**src/mfc_pkg.sv**
```systemverilog
/*
  Shared constants and types of the flow controller Modbus register bank.
  Assumes a byte-level UART outside that frames characters and flags the
  inter-frame silence; this package holds no logic.
*/
package mfc_pkg;

  // ----------------------------------------------------------------------
  // Register offsets (Modbus holding-register numbers) and gas name length in words
  // ----------------------------------------------------------------------
  localparam logic [15:0] OFF_LINK_CHECK = 16'h0001;
  localparam logic [15:0] OFF_FLOW_FLOAT = 16'h0010;
  localparam logic [15:0] OFF_FLOW_PCT   = 16'h0016;
  localparam logic [15:0] OFF_SP_FLOAT   = 16'h0020;
  localparam logic [15:0] OFF_SP_PCT     = 16'h0026;
  localparam logic [15:0] OFF_VALVE_MODE = 16'h002a;
  localparam logic [15:0] OFF_IF_SELECT  = 16'h002d;
  localparam logic [15:0] OFF_SLAVE_ADDR = 16'h0030;
  localparam logic [15:0] OFF_BIT_RATE   = 16'h0031;
  localparam logic [15:0] OFF_PARITY     = 16'h0032;
  localparam logic [15:0] OFF_AUTO_ZERO  = 16'h0041;
  localparam logic [15:0] OFF_VOL_TOTAL  = 16'h0051;
  localparam logic [15:0] OFF_VOL_CLEAR  = 16'h0053;
  localparam logic [15:0] OFF_WARNING    = 16'h0061;
  localparam logic [15:0] OFF_GAS_NAME   = 16'h0080;
  localparam logic [15:0] OFF_FULL_SCALE = 16'h0087;
  localparam logic [15:0] GAS_WORDS      = 16'h0005;

  // ----------------------------------------------------------------------
  // Values, keys and reset values
  // ----------------------------------------------------------------------
  localparam logic [15:0] LINK_CHECK_VAL = 16'h0101;
  localparam logic [15:0] RST_SLAVE_ADDR = 16'h0001;
  localparam logic [15:0] SLAVE_ADDR_MAX = 16'h0063;
  localparam logic [15:0] RST_BIT_RATE   = 16'h0060;
  localparam logic [22:0] RATE_MULT      = 23'h000064;
  localparam logic [15:0] RST_VALVE_MODE = 16'h0000;
  localparam logic [15:0] VALVE_OPEN     = 16'h0002;
  localparam logic [15:0] RST_IF_SELECT  = 16'h0001;
  localparam logic [15:0] RST_SP_PCT     = 16'h0000;
  localparam logic [31:0] RST_SP_FLOAT   = 32'h0000_0000;
  localparam logic [15:0] PCT_FULL       = 16'h2710;
  localparam logic [15:0] AUTO_ZERO_KEY  = 16'h00f0;
  localparam logic [15:0] VOL_CLEAR_KEY  = 16'h0001;

  // ----------------------------------------------------------------------
  // Framing
  // ----------------------------------------------------------------------
  localparam logic [7:0]  FC_READ      = 8'h03;
  localparam logic [7:0]  FC_WRITE     = 8'h10;
  localparam logic [15:0] MAX_REGS     = 16'h0008;
  localparam int          BUF_DEPTH    = 32;
  localparam logic [5:0]  BUF_LIMIT    = 6'h20;
  localparam logic [5:0]  RD_FRAME_LEN = 6'h08;
  localparam logic [5:0]  WR_HDR_LEN   = 6'h09;
  localparam logic [15:0] CRC_INIT     = 16'hffff;
  localparam logic [15:0] CRC_POLY     = 16'ha001;

  typedef enum logic [1:0] {
    MFC_PAR_NONE = 2'h0,
    MFC_PAR_ODD  = 2'h1,
    MFC_PAR_EVEN = 2'h2
  } mfc_parity_t;

  typedef enum logic [1:0] {
    MFC_IDLE   = 2'h0,
    MFC_WRITE  = 2'h1,
    MFC_TX     = 2'h3,
    MFC_COMMIT = 2'h2
  } mfc_state_t;

  typedef struct packed {
    logic       valid;
    logic [7:0] data;
  } mfc_byte_t;

  typedef struct packed {
    logic [6:0]  address;
    logic [22:0] bit_rate;
    mfc_parity_t parity;
  } mfc_link_cfg_t;

endpackage

```
**src/mfc_modbus_regs.sv**
```systemverilog
/*
  Modbus-RTU slave register bank of a mass flow controller: frame check,
  function 03 reads, function 10 writes, one-shot commands, totaliser.
  Assumes a UART outside that delivers received bytes one cycle each,
  pulses rx_frame_end on the inter-frame silence, applies link_cfg to its
  bit timing, and takes tx_byte with a valid/ready handshake.
*/
`timescale 1ns/10ps

module mfc_modbus_regs
  import mfc_pkg::*;
(
  input  wire logic          clk,
  input  wire logic          reset_n,
  input  wire mfc_byte_t     rx_byte,
  input  wire logic          rx_frame_end,
  output mfc_byte_t          tx_byte,
  input  wire logic          tx_ready,
  output logic               tx_drive_en,
  output mfc_link_cfg_t      link_cfg,
  input  wire logic [31:0]   flow_float,
  input  wire logic [15:0]   flow_percent,
  input  wire logic [15:0]   warning_in,
  input  wire logic [79:0]   gas_name,
  input  wire logic [31:0]   full_scale,
  input  wire logic          vol_inc_valid,
  input  wire logic [15:0]   vol_inc,
  output logic [31:0]        setpoint_float,
  output logic [15:0]        setpoint_percent,
  output logic               setpoint_use_percent,
  output logic [15:0]        valve_mode,
  output logic               valve_full_open,
  output logic [15:0]        if_select,
  output logic               auto_zero_start
);

  // ----------------------------------------------------------------------
  // Declarations
  // ----------------------------------------------------------------------
  logic [7:0]  rx_buf [BUF_DEPTH];
  logic [5:0]  rx_cnt;
  logic [15:0] rx_crc, tx_crc, pend_addr, pend_rate, pend_parity;
  mfc_state_t  st;
  logic [4:0]  idx;
  logic [2:0]  wi;
  logic [31:0] volume_total;
  logic [7:0]  fc, gen_byte;
  logic [15:0] reg_start, reg_count, wr_addr, wr_data;
  logic [15:0] rd_addr, rd_word, gas_idx;
  logic [2:0]  cnt_m1;
  logic        rx_ovf, count_ok, rd_ok, wr_ok, frame_ok, is_read, wr_en;
  logic [4:0]  tx_len, wr_idx, k;

  function automatic logic [15:0] crc_step(input logic [15:0] c,
                                           input logic [7:0]  b);
    logic [15:0] r;
    r = c ^ {8'h00, b};
    for (int i = 0; i < 8; i++) begin
      r = r[0] ? ((r >> 1) ^ CRC_POLY) : (r >> 1);
    end
    return r;
  endfunction

  // ----------------------------------------------------------------------
  // Receive buffer
  // ----------------------------------------------------------------------
  // Bytes arriving while a request is processed or answered are dropped:
  // the line is half duplex, so they can only be noise or a collision.
  always_ff @(posedge clk) begin
    if (!reset_n) begin
      rx_cnt <= 6'h00;
      rx_crc <= CRC_INIT;
      rx_ovf <= 1'b0;
    end else if (st != MFC_IDLE || rx_frame_end) begin
      rx_cnt <= 6'h00;
      rx_crc <= CRC_INIT;
      rx_ovf <= 1'b0;
    end else if (rx_byte.valid) begin
      if (rx_cnt < BUF_LIMIT) begin
        rx_cnt <= rx_cnt + 6'h01;
        rx_crc <= crc_step(rx_crc, rx_byte.data);
      end else begin
        rx_ovf <= 1'b1;
      end
    end
  end

  always_ff @(posedge clk) begin
    if (st == MFC_IDLE && rx_byte.valid && rx_cnt < BUF_LIMIT) begin
      rx_buf[rx_cnt[4:0]] <= rx_byte.data;
    end
  end

  // ----------------------------------------------------------------------
  // Request decode
  // ----------------------------------------------------------------------
  assign fc        = rx_buf[1];
  assign reg_start = {rx_buf[2], rx_buf[3]};
  assign reg_count = {rx_buf[4], rx_buf[5]};
  assign cnt_m1    = 3'(reg_count - 16'h0001);
  assign count_ok  = reg_count != 16'h0000 && reg_count <= MAX_REGS;
  assign rd_ok     = fc == FC_READ && rx_cnt == RD_FRAME_LEN;
  // Byte count must agree with the register count and the frame length
  assign wr_ok     = fc == FC_WRITE &&
                     rx_buf[6] == {reg_count[6:0], 1'b0} &&
                     rx_cnt == WR_HDR_LEN + {reg_count[4:0], 1'b0};
  // The remainder of a good CRC run over its own CRC bytes is zero
  assign frame_ok  = !rx_ovf && rx_crc == 16'h0000 &&
                     {8'h00, rx_buf[0]} == {9'h000, link_cfg.address} &&
                     count_ok && (rd_ok || wr_ok);
  assign is_read   = fc == FC_READ;
  assign tx_len    = is_read ? 5'(5'h03 + {reg_count[3:0], 1'b0})
                             : 5'h06;

  // ----------------------------------------------------------------------
  // Frame sequencer and transmit byte stream
  // ----------------------------------------------------------------------
  always_ff @(posedge clk) begin
    if (!reset_n) begin
      st      <= MFC_IDLE;
      idx     <= 5'h00;
      wi      <= 3'h0;
      tx_crc  <= CRC_INIT;
      tx_byte <= '0;
    end else begin
      unique case (st)
        MFC_IDLE: begin
          idx    <= 5'h00;
          wi     <= 3'h0;
          tx_crc <= CRC_INIT;
          if (rx_frame_end && frame_ok) begin
            st <= is_read ? MFC_TX : MFC_WRITE;
          end
        end
        MFC_WRITE: begin
          wi <= wi + 3'h1;
          if (wi == cnt_m1) begin
            st <= MFC_TX;
          end
        end
        MFC_TX: begin
          if (!tx_byte.valid || tx_ready) begin
            if (idx < tx_len) begin
              tx_byte <= '{valid: 1'b1, data: gen_byte};
              tx_crc  <= crc_step(tx_crc, gen_byte);
              idx     <= idx + 5'h01;
            end else if (idx == tx_len) begin
              tx_byte <= '{valid: 1'b1, data: tx_crc[7:0]};
              idx     <= idx + 5'h01;
            end else if (idx == 5'(tx_len + 5'h01)) begin
              tx_byte <= '{valid: 1'b1, data: tx_crc[15:8]};
              idx     <= idx + 5'h01;
            end else begin
              tx_byte.valid <= 1'b0;
              st            <= MFC_COMMIT;
            end
          end
        end
        MFC_COMMIT: begin
          st <= MFC_IDLE;
        end
      endcase
    end
  end

  assign tx_drive_en = st == MFC_TX;

  // ----------------------------------------------------------------------
  // Reply byte generator
  // ----------------------------------------------------------------------
  assign k       = 5'(idx - 5'h03);
  assign rd_addr = reg_start + {12'h000, k[4:1]};
  assign gas_idx = rd_addr - OFF_GAS_NAME;

  // Data of a read is sent high byte first in each register
  always_comb begin
    gen_byte = 8'h00;
    if (idx == 5'h00) begin
      gen_byte = rx_buf[0];
    end else if (idx == 5'h01) begin
      gen_byte = fc;
    end else if (is_read && idx == 5'h02) begin
      gen_byte = {reg_count[6:0], 1'b0};
    end else if (is_read) begin
      gen_byte = k[0] ? rd_word[7:0] : rd_word[15:8];
    end else begin
      gen_byte = rx_buf[idx];
    end
  end

  // Float and U32 quantities put the low-order word at the lower number;
  // write-only and unmapped registers read as zero.
  always_comb begin
    rd_word = 16'h0000;
    unique case (rd_addr)
      OFF_LINK_CHECK:         rd_word = LINK_CHECK_VAL;
      OFF_FLOW_FLOAT:         rd_word = flow_float[15:0];
      OFF_FLOW_FLOAT + 16'h1: rd_word = flow_float[31:16];
      OFF_FLOW_PCT:           rd_word = flow_percent;
      OFF_SP_FLOAT:           rd_word = setpoint_float[15:0];
      OFF_SP_FLOAT + 16'h1:   rd_word = setpoint_float[31:16];
      OFF_SP_PCT:             rd_word = setpoint_percent;
      OFF_VALVE_MODE:         rd_word = valve_mode;
      OFF_IF_SELECT:          rd_word = if_select;
      OFF_SLAVE_ADDR:         rd_word = pend_addr;
      OFF_BIT_RATE:           rd_word = pend_rate;
      OFF_PARITY:             rd_word = pend_parity;
      OFF_VOL_TOTAL:          rd_word = volume_total[15:0];
      OFF_VOL_TOTAL + 16'h1:  rd_word = volume_total[31:16];
      OFF_WARNING:            rd_word = warning_in;
      OFF_FULL_SCALE:         rd_word = full_scale[15:0];
      OFF_FULL_SCALE + 16'h1: rd_word = full_scale[31:16];
      default: begin
        // First register holds the first two characters
        if (gas_idx < GAS_WORDS) begin
          rd_word = gas_name[7'(16'h0040 - {gas_idx[11:0], 4'h0}) +: 16];
        end
      end
    endcase
  end

  // ----------------------------------------------------------------------
  // Register writes
  // ----------------------------------------------------------------------
  assign wr_en   = st == MFC_WRITE;
  assign wr_addr = reg_start + {13'h0000, wi};
  assign wr_idx  = 5'(5'h07 + {1'b0, wi, 1'b0});
  assign wr_data = {rx_buf[wr_idx], rx_buf[5'(wr_idx + 5'h01)]};

  // Out-of-range link values are ignored so the device stays reachable
  always_ff @(posedge clk) begin
    if (!reset_n) begin
      pend_addr   <= RST_SLAVE_ADDR;
      pend_rate   <= RST_BIT_RATE;
      pend_parity <= {14'h0000, MFC_PAR_NONE};
    end else if (wr_en) begin
      if (wr_addr == OFF_SLAVE_ADDR && wr_data != 16'h0000 &&
          wr_data <= SLAVE_ADDR_MAX) begin
        pend_addr <= wr_data;
      end
      if (wr_addr == OFF_BIT_RATE && wr_data != 16'h0000) begin
        pend_rate <= wr_data;
      end
      if (wr_addr == OFF_PARITY && wr_data <= 16'h0002) begin
        pend_parity <= wr_data;
      end
    end
  end

  // New link settings wait until the reply has left in the old format
  always_ff @(posedge clk) begin
    if (!reset_n) begin
      link_cfg <= '{address:  RST_SLAVE_ADDR[6:0],
                    bit_rate: 23'(RST_BIT_RATE) * RATE_MULT,
                    parity:   MFC_PAR_NONE};
    end else if (st == MFC_COMMIT) begin
      link_cfg.address  <= pend_addr[6:0];
      link_cfg.bit_rate <= 23'(pend_rate) * RATE_MULT;
      link_cfg.parity   <= mfc_parity_t'(pend_parity[1:0]);
    end
  end

  // Both setpoints stay readable; the last one written is the active one
  always_ff @(posedge clk) begin
    if (!reset_n) begin
      setpoint_float       <= RST_SP_FLOAT;
      setpoint_percent     <= RST_SP_PCT;
      setpoint_use_percent <= 1'b0;
    end else if (wr_en) begin
      if (wr_addr == OFF_SP_FLOAT) begin
        setpoint_float[15:0] <= wr_data;
        setpoint_use_percent <= 1'b0;
      end
      if (wr_addr == OFF_SP_FLOAT + 16'h1) begin
        setpoint_float[31:16] <= wr_data;
        setpoint_use_percent  <= 1'b0;
      end
      if (wr_addr == OFF_SP_PCT) begin
        setpoint_percent <= (wr_data > PCT_FULL) ? PCT_FULL : wr_data;
        setpoint_use_percent <= 1'b1;
      end
    end
  end

  always_ff @(posedge clk) begin
    if (!reset_n) begin
      valve_mode      <= RST_VALVE_MODE;
      valve_full_open <= 1'b0;
      if_select       <= RST_IF_SELECT;
    end else if (wr_en) begin
      if (wr_addr == OFF_VALVE_MODE) begin
        valve_mode      <= wr_data;
        valve_full_open <= wr_data == VALVE_OPEN;
      end
      if (wr_addr == OFF_IF_SELECT) begin
        if_select <= wr_data;
      end
    end
  end

  always_ff @(posedge clk) begin
    if (!reset_n) begin
      auto_zero_start <= 1'b0;
    end else begin
      auto_zero_start <= wr_en && wr_addr == OFF_AUTO_ZERO &&
                         wr_data == AUTO_ZERO_KEY;
    end
  end

  // An increment that lands with a clear is kept, not lost
  always_ff @(posedge clk) begin
    if (!reset_n) begin
      volume_total <= 32'h0000_0000;
    end else if (wr_en && wr_addr == OFF_VOL_CLEAR &&
                 wr_data == VOL_CLEAR_KEY) begin
      volume_total <= vol_inc_valid ? {16'h0000, vol_inc} : 32'h0;
    end else if (vol_inc_valid) begin
      volume_total <= volume_total + {16'h0000, vol_inc};
    end
  end

  // ----------------------------------------------------------------------
  // Checks
  // ----------------------------------------------------------------------
  chk_reset_link_cfg: assert property (@(posedge clk)
    $rose(reset_n) |-> link_cfg.bit_rate == 23'h002580 &&
      link_cfg.parity == MFC_PAR_NONE && link_cfg.address == 7'h01)
    else $error("link format after reset is not the factory one");
  chk_bad_frame_ignored: assert property (@(posedge clk)
    disable iff (!reset_n)
    (st == MFC_IDLE && rx_frame_end && !frame_ok) |=> st == MFC_IDLE)
    else $error("frame with wrong address or CRC was acted on");
  chk_cfg_after_ack: assert property (@(posedge clk)
    disable iff (!reset_n)
    $changed(link_cfg) |-> $past(st) == MFC_COMMIT && !tx_byte.valid)
    else $error("link settings changed before reply was sent");
  chk_rate_times_100: assert property (@(posedge clk)
    disable iff (!reset_n)
    $past(st) == MFC_COMMIT |->
      link_cfg.bit_rate == 23'($past(pend_rate)) * 23'h000064)
    else $error("bit rate is not the register value times 100");
  chk_auto_zero_pulse: assert property (@(posedge clk)
    disable iff (!reset_n)
    auto_zero_start |-> $past(wr_en) && $past(wr_data) == 16'h00f0
      ##1 !auto_zero_start)
    else $error("auto-zero pulse without key write or too long");
  chk_total_clear: assert property (@(posedge clk)
    disable iff (!reset_n)
    (wr_en && wr_addr == OFF_VOL_CLEAR && wr_data == 16'h0001 &&
     !vol_inc_valid) |=> volume_total == 32'h0)
    else $error("volume total not cleared by clear command");
  chk_valve_open: assert property (@(posedge clk)
    disable iff (!reset_n)
    (wr_en && wr_addr == OFF_VALVE_MODE) |=>
      valve_full_open == (valve_mode == 16'h0002))
    else $error("valve open output disagrees with mode");
  chk_read_byte_count: assert property (@(posedge clk)
    disable iff (!reset_n)
    (st == MFC_TX && is_read && idx == 5'h02 &&
     (!tx_byte.valid || tx_ready)) |=>
      tx_byte.data == {$past(reg_count[6:0]), 1'b0})
    else $error("read reply byte count is not twice the count");
  chk_tx_hold: assert property (@(posedge clk)
    disable iff (!reset_n)
    (tx_byte.valid && !tx_ready) |=> tx_byte.valid && $stable(tx_byte.data))
    else $error("transmit byte dropped while not accepted");
  chk_link_check: assert property (@(posedge clk)
    disable iff (!reset_n)
    (st == MFC_TX && is_read && idx >= 5'h03 && idx < tx_len &&
     rd_addr == OFF_LINK_CHECK && (!tx_byte.valid || tx_ready)) |=>
      tx_byte.data == 8'h01)
    else $error("link check register did not return 0x0101");

endmodule

```
**config.mk**
```make
export PLATFORM = sky130hd
export DESIGN_NAME = mfc_modbus_regs
export DESIGN_NICKNAME = d
export VERILOG_FILES = /design/src/mfc_pkg.sv /design/src/mfc_modbus_regs.sv
export SDC_FILE = /design/constraint.sdc
export NUM_CORES = 1
export LEC_CHECK = 0
export CORE_ASPECT_RATIO = 0.75
export CORE_MARGIN = 3
export CORE_UTILIZATION = 25
export CTS_CLUSTER_SIZE = 28
export DETAILED_ROUTE_END_ITERATION = 12
export DONT_BUFFER_PORTS = 1
export PLACE_DENSITY = 0.39
export REMOVE_ABC_BUFFERS = 1
export SKIP_CTS_REPAIR_TIMING = 1
export SLEW_MARGIN = 20
export SYNTH_ARGS = -nofsm -noshare
export SYNTH_HDL_FRONTEND = slang
export SYNTH_SLANG_ARGS = --single-unit
```
**constraint.sdc**
```tcl
create_clock -name clk -period 8.3 [get_ports clk]
set_clock_uncertainty 0.1 [all_clocks]
set_input_delay 1.245 -clock clk [delete_from_list [all_inputs] [get_ports clk]]
set_output_delay 1.245 -clock clk [all_outputs]
set_load 0.1 [all_outputs]
```
==> results of run 1 <==
## cells in the final DEF (no fill, tap or decap), types with 36 or more instances in the layout
cell type	n
xor2_1	39
edfxtp_1	256
xnor2_1	70
mux2i_1	141
mux4_2	153
dfxtp_1	248
buf_4	102
and3_1	46
nor3_1	36
clkbuf_16	56
a21oi_1	114
inv_1	100
a22oi_1	70
nor2_1	265
ha_1	102
nand2_1	200
nand3_1	78
o21ai_0	91
## worst max-delay path by stage
stage | cells after the start | slack, ns | endpoint
final | 19 | 0.95 | tx_crc[0]$_SDFFE_PN1P_
after CTS | 21 | 1.13 | tx_crc[0]$_SDFFE_PN1P_
after global placement | 21 | 1.18 | tx_crc[0]$_SDFFE_PN1P_
after floorplan | 16 | -2.11 | volume_total[14]$_SDFFE_PN0P_
after global routing | 21 | 0.51 | tx_crc[0]$_SDFFE_PN1P_
after detailed placement | 21 | 1.12 | tx_crc[0]$_SDFFE_PN1P_
## final cells by class
class	count	area, µm²	share of cell area
clock buffers	70	1510	0.0454
repair buffers	104	797	0.0240
diodes	7	17.5	0.000527
clock inverters	34	420	0.0127
well taps	1526	1910	0.0575
multi-input cells	1894	15300	0.462
flip-flops and latches	512	12800	0.386
inverters	103	392	0.0118
## flip-flops by register name (all words and copies together) (netlist names), 30 cells and up, named ones only
register / count
volume_total: 32
rx_buf: 256
setpoint_float: 32
link_cfg: 30
## per-stage QoR
step / setup TNS, ns / utilization
detailed placement: 0 / 0.273
CTS: 0 / 0.290
finish: 0 / 0.290
global placement: 0 / 0.272
global route: 0 / 0.290
floorplan: -79.89 / -
## kinds of logic (layout without fill, tap and decap cells)
logic type | Yosys count | count (layout) | share of synthesized area
flip-flops | 512 | 512 | 0.440
multiplexers | 306 | 306 | 0.171
XOR/XNOR | 113 | 113 | 0.0355
other | 1 | 9 | 0.000129
AO/OA/AOI/OAI | 541 | 541 | 0.129
adder cells (fa/ha/maj) | 119 | 119 | 0.0547
buffers and inverters | 274 | 311 | 0.0368
AND/OR/NAND/NOR | 813 | 813 | 0.132
## metal layers
metal,track usage,vias up
li1,-,10200
met1,0.298,12000
met2,0.292,1197
met3,0.0620,165
met4,0.0430,18
met5,0,-
## critical path, cell delays in order, from the launching register on
cell and delay [ns]:
dfxtp_2 0.33, clkinv_1 0.32, ha_1 0.46, ha_1 0.26, fa_1 0.54, a2111oi_0 0.58
o21ai_0 0.22, a211o_1 0.51, a211oi_2 0.82, a22o_1 0.36, a21oi_1 0.08, nand4_1 0.14
a21oi_1 0.06, o21ai_0 0.73, nand4_1 0.32, o2bb2ai_1 0.25, xor2_1 0.29, xor3_1 0.50
xor2_1 0.18, a41oi_2 0.12
## synthesized netlist by cell type, types with 21 or more instances
| master | n |
|---|---|
| a21oi_1 | 115 |
| a222oi_1 | 25 |
| a22oi_1 | 70 |
| a31oi_1 | 25 |
| and2_1 | 21 |
| and3_1 | 46 |
| buf_1 | 22 |
| clkbuf_1 | 125 |
| dfxtp_1 | 256 |
| edfxtp_1 | 256 |
| ha_1 | 105 |
| inv_1 | 101 |
| mux2i_1 | 141 |
| mux4_2 | 153 |
| nand2_1 | 200 |
| nand3_1 | 78 |
| nand4_1 | 24 |
| nor2_1 | 278 |
| nor2b_1 | 21 |
| nor3_1 | 39 |
| o211ai_1 | 22 |
| o21ai_0 | 92 |
| xnor2_1 | 70 |
| xor2_1 | 39 |
## power by group through the flow
| stage | Sequential, µW | Clock (µW) | Combinational (µW) |
|---|---|---|---|
| global placement | 2750 | 0 | 238 |
| global route | 2700 | 2840 | 267 |
| CTS | 2700 | 2740 | 242 |
| finish | 2700 | 2690 | 243 |
| detailed placement | 2750 | 0 | 240 |
| floorplan | 2740 | 0 | 185 |
==> results by group, run 1 <==
Run status
  – Status: finished clean

Yosys
  – Post-Syn Area: 29,100 µm²
  – YS warnings: 0
  – Post-synth top area cell: edfxtp_1
  – Number of synthesized flops with an enable pin: 256
  – Main flop type after synthesis: edfxtp_1
  – Syn Inst Count: 2,679
  – Distinct cells, synth: 89
  – Post-synthesis sequential area ratio: 0.440
  – Dominant cells by area after synthesis: edfxtp_1, dfxtp_1, mux4_2
  – Share of flip-flops with an asynchronous set or reset: 0
  – Share of the synthesized area in the top cell type: 0.264
  – Syn Area/Cell: 10.9 µm²
  – FF+latch count, synth: 512

Floorplan
  – Die X: 400 µm
  – Die area: 121,000 µm²
  – I/O Pins: 331
  – Initial Util: 0.254
  – Die Span Y: 302 µm
  – Core footprint: 115,000 µm²
  – # rows: 107

Layout
  – Fillers: 11.9k
  – Final cell count without fillers: 4,250
  – Fraction of layout cells with a size suffix above 1: 0.158
  – Finished Cell Area: 33,200 µm²
  – Fin nets: 2,995
  – Area delta synth->final: 14.0%

Worst setup path
  – Maximum net fanout on the critical path: 10
  – Worst setup SP type: flip-flop
  – Worst reg2reg endpoint: tx_crc[0]$_SDFFE_PN1P_
  – Worst reg2reg setup slack: 0.95 ns
  – Worst r2r path cells: 19
  – Crit path required time: 8.70 ns
  – Crit. Startpoint: idx[0]$_SDFFE_PN0P_
  – CP Capture Type: flip-flop
  – Worst r2r src: idx[0]$_SDFFE_PN0P_
  – Critical path arrival: 7.75 ns
  – Kind of critical path: reg2reg

Power
  – Reg power frac: 0.479
  – Logic gate share of total power: 0.043
  – Switching Fraction: 0.239
  – Clock group share of total power: 0.477
  – Leak: 0.0114 µW
  – Power, Total: 5630 µW
  – Max VDD drop: 0.144 mV
  – Cell Int Power: 4290 µW
  – P per Cell Area: 169 nW/µm²
  – Net switching component of the power: 1340 µW

GRT
  – Total Routing Usage GR: 0.204
  – Global-route wire length before repair: 177,000 µm
  – Gr ovfl total: 0
  – Initial antenna violation count: 17
  – Vias in the first global route: 22.3k
  – Largest net degree at the start of global routing: 62

STA
  – Final setup vio count: 0
  – Final worst path period share: 0.886
  – Fin. max-slew vios: 0
  – Hold slack final: 0.362 ns
  – Slew HR: 0.215
  – RSZ-0062 raised after global routing: no
  – Slew @ Worst Pin: 1.18 ns
  – Final min period: 7.35 ns
  – Final hold violation count: 0
  – Setup ws final: 0.949 ns
  – Max Fclk: 0.136 GHz

CTS
  – CTS tree: done
  – Max Buffers Root-to-Sink: 3
  – Worst-Skew Late Latency: 0.67 ns
  – Num CTS Buffers: 55
  – Htree depth: 2
  – Root Driver: clkbuf_16
  – Clock transition at path regs: 0.07 ns
  – CTS sink cnt: 512

Min path
  – Hold Crit Class: reg2reg
  – Hold EP: pend_parity[11]$_SDFFE_PN0P_
  – Hold_sp: pend_parity[11]$_SDFFE_PN0P_
  – Worst hold path depth: 1

Routing
  – Pre-Repair DR Iteration Count: 6
  – Final WL: 127,000 µm
  – Met3 Wirelength: 13,300 µm
  – DRT antenna net count: 0
  – Remaining DRCs: 0
  – Detailed-route wire length per cell: 30.0 µm
  – Metal-1 WL: 57,800 µm
  – Iter 0 DRT Violations: 2,716
  – Via Count: 23.5k
  – DR WL met2: 53,400 µm
  – DR vias/cell: 5.54
  – Highest metal used: met5

Placement
  – Place WS: 1.12 ns
  – Final Wtd Congestion: 0.974
  – Placed inst area: 31,300 µm²
  – IO buf count: 0
  – Dpl cells: 4,139
  – Hpwl dp: 95,500 µm

Job
  – Max_cap viols: 0
No activity file was read; power rests on OpenSTA's default activity.
==> run 2, diff against run 1 <==
==> constraint.sdc (replaced) <==
create_clock -name clk -period 8.3 [get_ports clk]
set_clock_uncertainty 0.1 [all_clocks]
set_input_delay 0.415 -clock clk [delete_from_list [all_inputs] [get_ports clk]]
set_output_delay 0.415 -clock clk [all_outputs]
set_load 0.1 [all_outputs]
==> results by group, run 2 (synthesis gave the netlist of run 1 again) <==
Run status
  – Status: finished clean

STA
  – Final hold violation count: 0 (unchanged)
  – Fin. max-slew vios: 0 (unchanged)
  – Slew HR: 0.208 (-0.00711)
  – Final min period: 7.30 ns (-0.0517 ns)
  – Final setup vio count: 0 (unchanged)
  – RSZ-0062 raised after global routing: no
  – Max Fclk: 0.137 GHz (+0.71%)
  – Slew @ Worst Pin: 1.19 ns (+0.0107 ns)
  – Final worst path period share: 0.879 (-0.00622)

GRT
  – Gr ovfl total: 0 (unchanged)
  – Total Routing Usage GR: 0.205 (+0.00154)
  – Largest net degree at the start of global routing: 79 (+27%)
  – Vias in the first global route: 22.5k (+0.93%)
  – Initial antenna violation count: 18 (+1)
  – Global-route wire length before repair: 178,000 µm (+0.56%)

Power
  – Reg power frac: 0.479 (about the same)
  – P per Cell Area: 167 nW/µm² (-1.3%)
  – Power, Total: 5630 µW (about the same)
  – Max VDD drop: 0.143 mV (-0.88%)
  – Net switching component of the power: 1360 µW (+1.1%)
  – Switching Fraction: 0.241 (+0.00243)
  – Leak: 0.0116 µW (+1.7%)
  – Cell Int Power: 4280 µW (-0.25%)
  – Clock group share of total power: 0.468 (-0.009)
  – Logic gate share of total power: 0.053 (+0.010)

Min path
  – Hold_sp: tx_ready
  – Hold Crit Class: in2reg

Worst setup path
  – CP Capture Type: flip-flop
  – Crit-path cells: clkinv_1 -> ha_1 -> ha_1 -> fa_1 -> nand3_1 -> o21ai_0 -> a32oi_1 -> nor3_2 -> buf_4 -> a22oi_1 -> nand3_1 -> a211o_1 -> a221oi_1 -> o41ai_4 -> xor2_2 -> xor2_2 -> xnor2_1 -> xor3_1 -> xor2_1 -> a41oi_2
  – Worst setup SP type: flip-flop
  – Maximum net fanout on the critical path: 13 (+3)
  – CP max stage delay: 0.91 ns (+0.09 ns)
  – Crit. Startpoint: idx[0]$_SDFFE_PN0P_
  – Worst r2r src: idx[0]$_SDFFE_PN0P_
  – CP bufs+invs: 2 (+1)
  – Kind of critical path: reg2reg
  – CP max-delay cell: a221oi_1
  – Critical path arrival: 7.68 ns (-0.07 ns)
  – Crit path required time: 8.68 ns (-0.02 ns)
  – CP top delay family: compound AO/OA/AOI/OAI gates

Layout
  – Most common cell after layout, fill and taps aside: nor2_1
  – Fin nets: 3,040 (+1.5%)
  – Most frequent cells in the layout: nor2_1, edfxtp_1, dfxtp_1, nand2_1, mux4_2
  – Finished Cell Area: 33,700 µm² (+1.4%)
  – Number of flip-flops under the largest register name: 256 (unchanged)
  – Fraction of layout cells with a size suffix above 1: 0.157 (-0.00100)
  – Area delta synth->final: 15.7%

Routing
  – Detailed-route wire length per cell: 30.4 µm (+1.3%)
  – Iter 0 DRT Violations: 2,887 (+6.3%)
  – DR vias/cell: 5.53 (about the same)
  – Final WL: 131,000 µm (+2.5%)
  – Via Count: 23.8k (+1.0%)
  – Remaining DRCs: 0 (unchanged)
  – Pre-Repair DR Iteration Count: 6 (unchanged)
  – DRT antenna net count: 0 (unchanged)

Floorplan
  – Initial Util: 0.254 (unchanged)
  – # rows: 107 (unchanged)
  – Die area: 121,000 µm² (unchanged)
  – Core footprint: 115,000 µm² (unchanged)
  – Die X: 400 µm (unchanged)
  – I/O Pins: 331 (unchanged)
  – Die Span Y: 302 µm (unchanged)

Placement
  – IO buf count: 0 (unchanged)
  – Hpwl dp: 95,800 µm (+0.34%)
  – Placed inst area: 31,300 µm² (about the same)
  – Final Wtd Congestion: 0.975 (+0.12%)

CTS
  – Num CTS Buffers: 55 (unchanged)
  – Clock transition at path regs: 0.06 ns (about the same)
  – CTS sink cnt: 512 (unchanged)
  – Worst-Skew Late Latency: 0.68 ns (about the same)
  – Max Buffers Root-to-Sink: 3 (unchanged)
  – Root Driver: clkbuf_16
  – Htree depth: 2 (unchanged)
  – CTS tree: done

Job
  – Max_cap viols: 0 (unchanged)
-- run 2: power by group through the flow --
stage          Sequential [µW]  Clock [µW]  Combinational [µW]
2_1_floorplan             2740           0                 185
3_3_place_gp              2750           0                 239
3_5_place_dp              2750           0                 241
4_1_cts                   2700        2690                 243
5_1_grt                   2700        2800                 328
6_report                  2700        2630                 299
-- run 2: final cells by class --
| class | count | area [µm²] |
|---|---|---|
| well taps | 1526 | 1910 |
| diodes | 12 | 30.0 |
| flip-flops and latches | 512 | 12800 |
| fillers | 11900 | 80900 |
| clock buffers | 69 | 1480 |
| repair buffers | 149 | 1310 |
| multi-input cells | 1894 | 15300 |
| clock inverters | 33 | 399 |
| inverters | 103 | 392 |
-- run 2: worst paths after layout --
kind / to / slack (ns) / depth (start not counted)
min reg2reg: pend_parity[13]$_SDFFE_PN0P_ / 0.37 / 1
max reg2reg: tx_crc[0]$_SDFFE_PN1P_ / 1.00 / 20
min: tx_byte[0]$_SDFFE_PN0P_ / 0.03 / 3
max: tx_crc[0]$_SDFFE_PN1P_ / 1.00 / 20
-- run 2: worst reg2reg max path: cells and delay by family, from the launching register on --
kind,cells,cell delay [ns]
buf+inv,2,0.58
xor+xnor,5,1.35
simple gates,3,0.68
compound gates,7,2.84
fa+ha+maj,3,1.26
flops,1,0.32
-- run 2: stage by stage --
stage / util / hold WS, ns / setup WS (ns) / setup TNS (ns) / std cells
3_3_place_gp: 0.273 / 0.344 / 1.36 / 0 / 4145
3_5_place_dp: 0.273 / 0.348 / 1.26 / 0 / 4145
2_1_floorplan: - / 0.329 / -2.11 / -79.89 / 2509
4_1_cts: 0.289 / -0.297 / 1.22 / 0 / 4247
5_1_grt: 0.294 / 0.0165 / 0.597 / 0 / 4290
6_report: 0.294 / 0.0260 / 1.00 / 0 / 4298
-- run 2: per-layer routing --
layer / up-vias / global-route usage / wire, µm
li1: 10300 / - / -
met5: - / 0 / 76
met1: 12200 / 0.295 / 57800
met2: 1186 / 0.296 / 55400
met4: 12 / 0.0472 / 3250
met3: 168 / 0.0673 / 14000
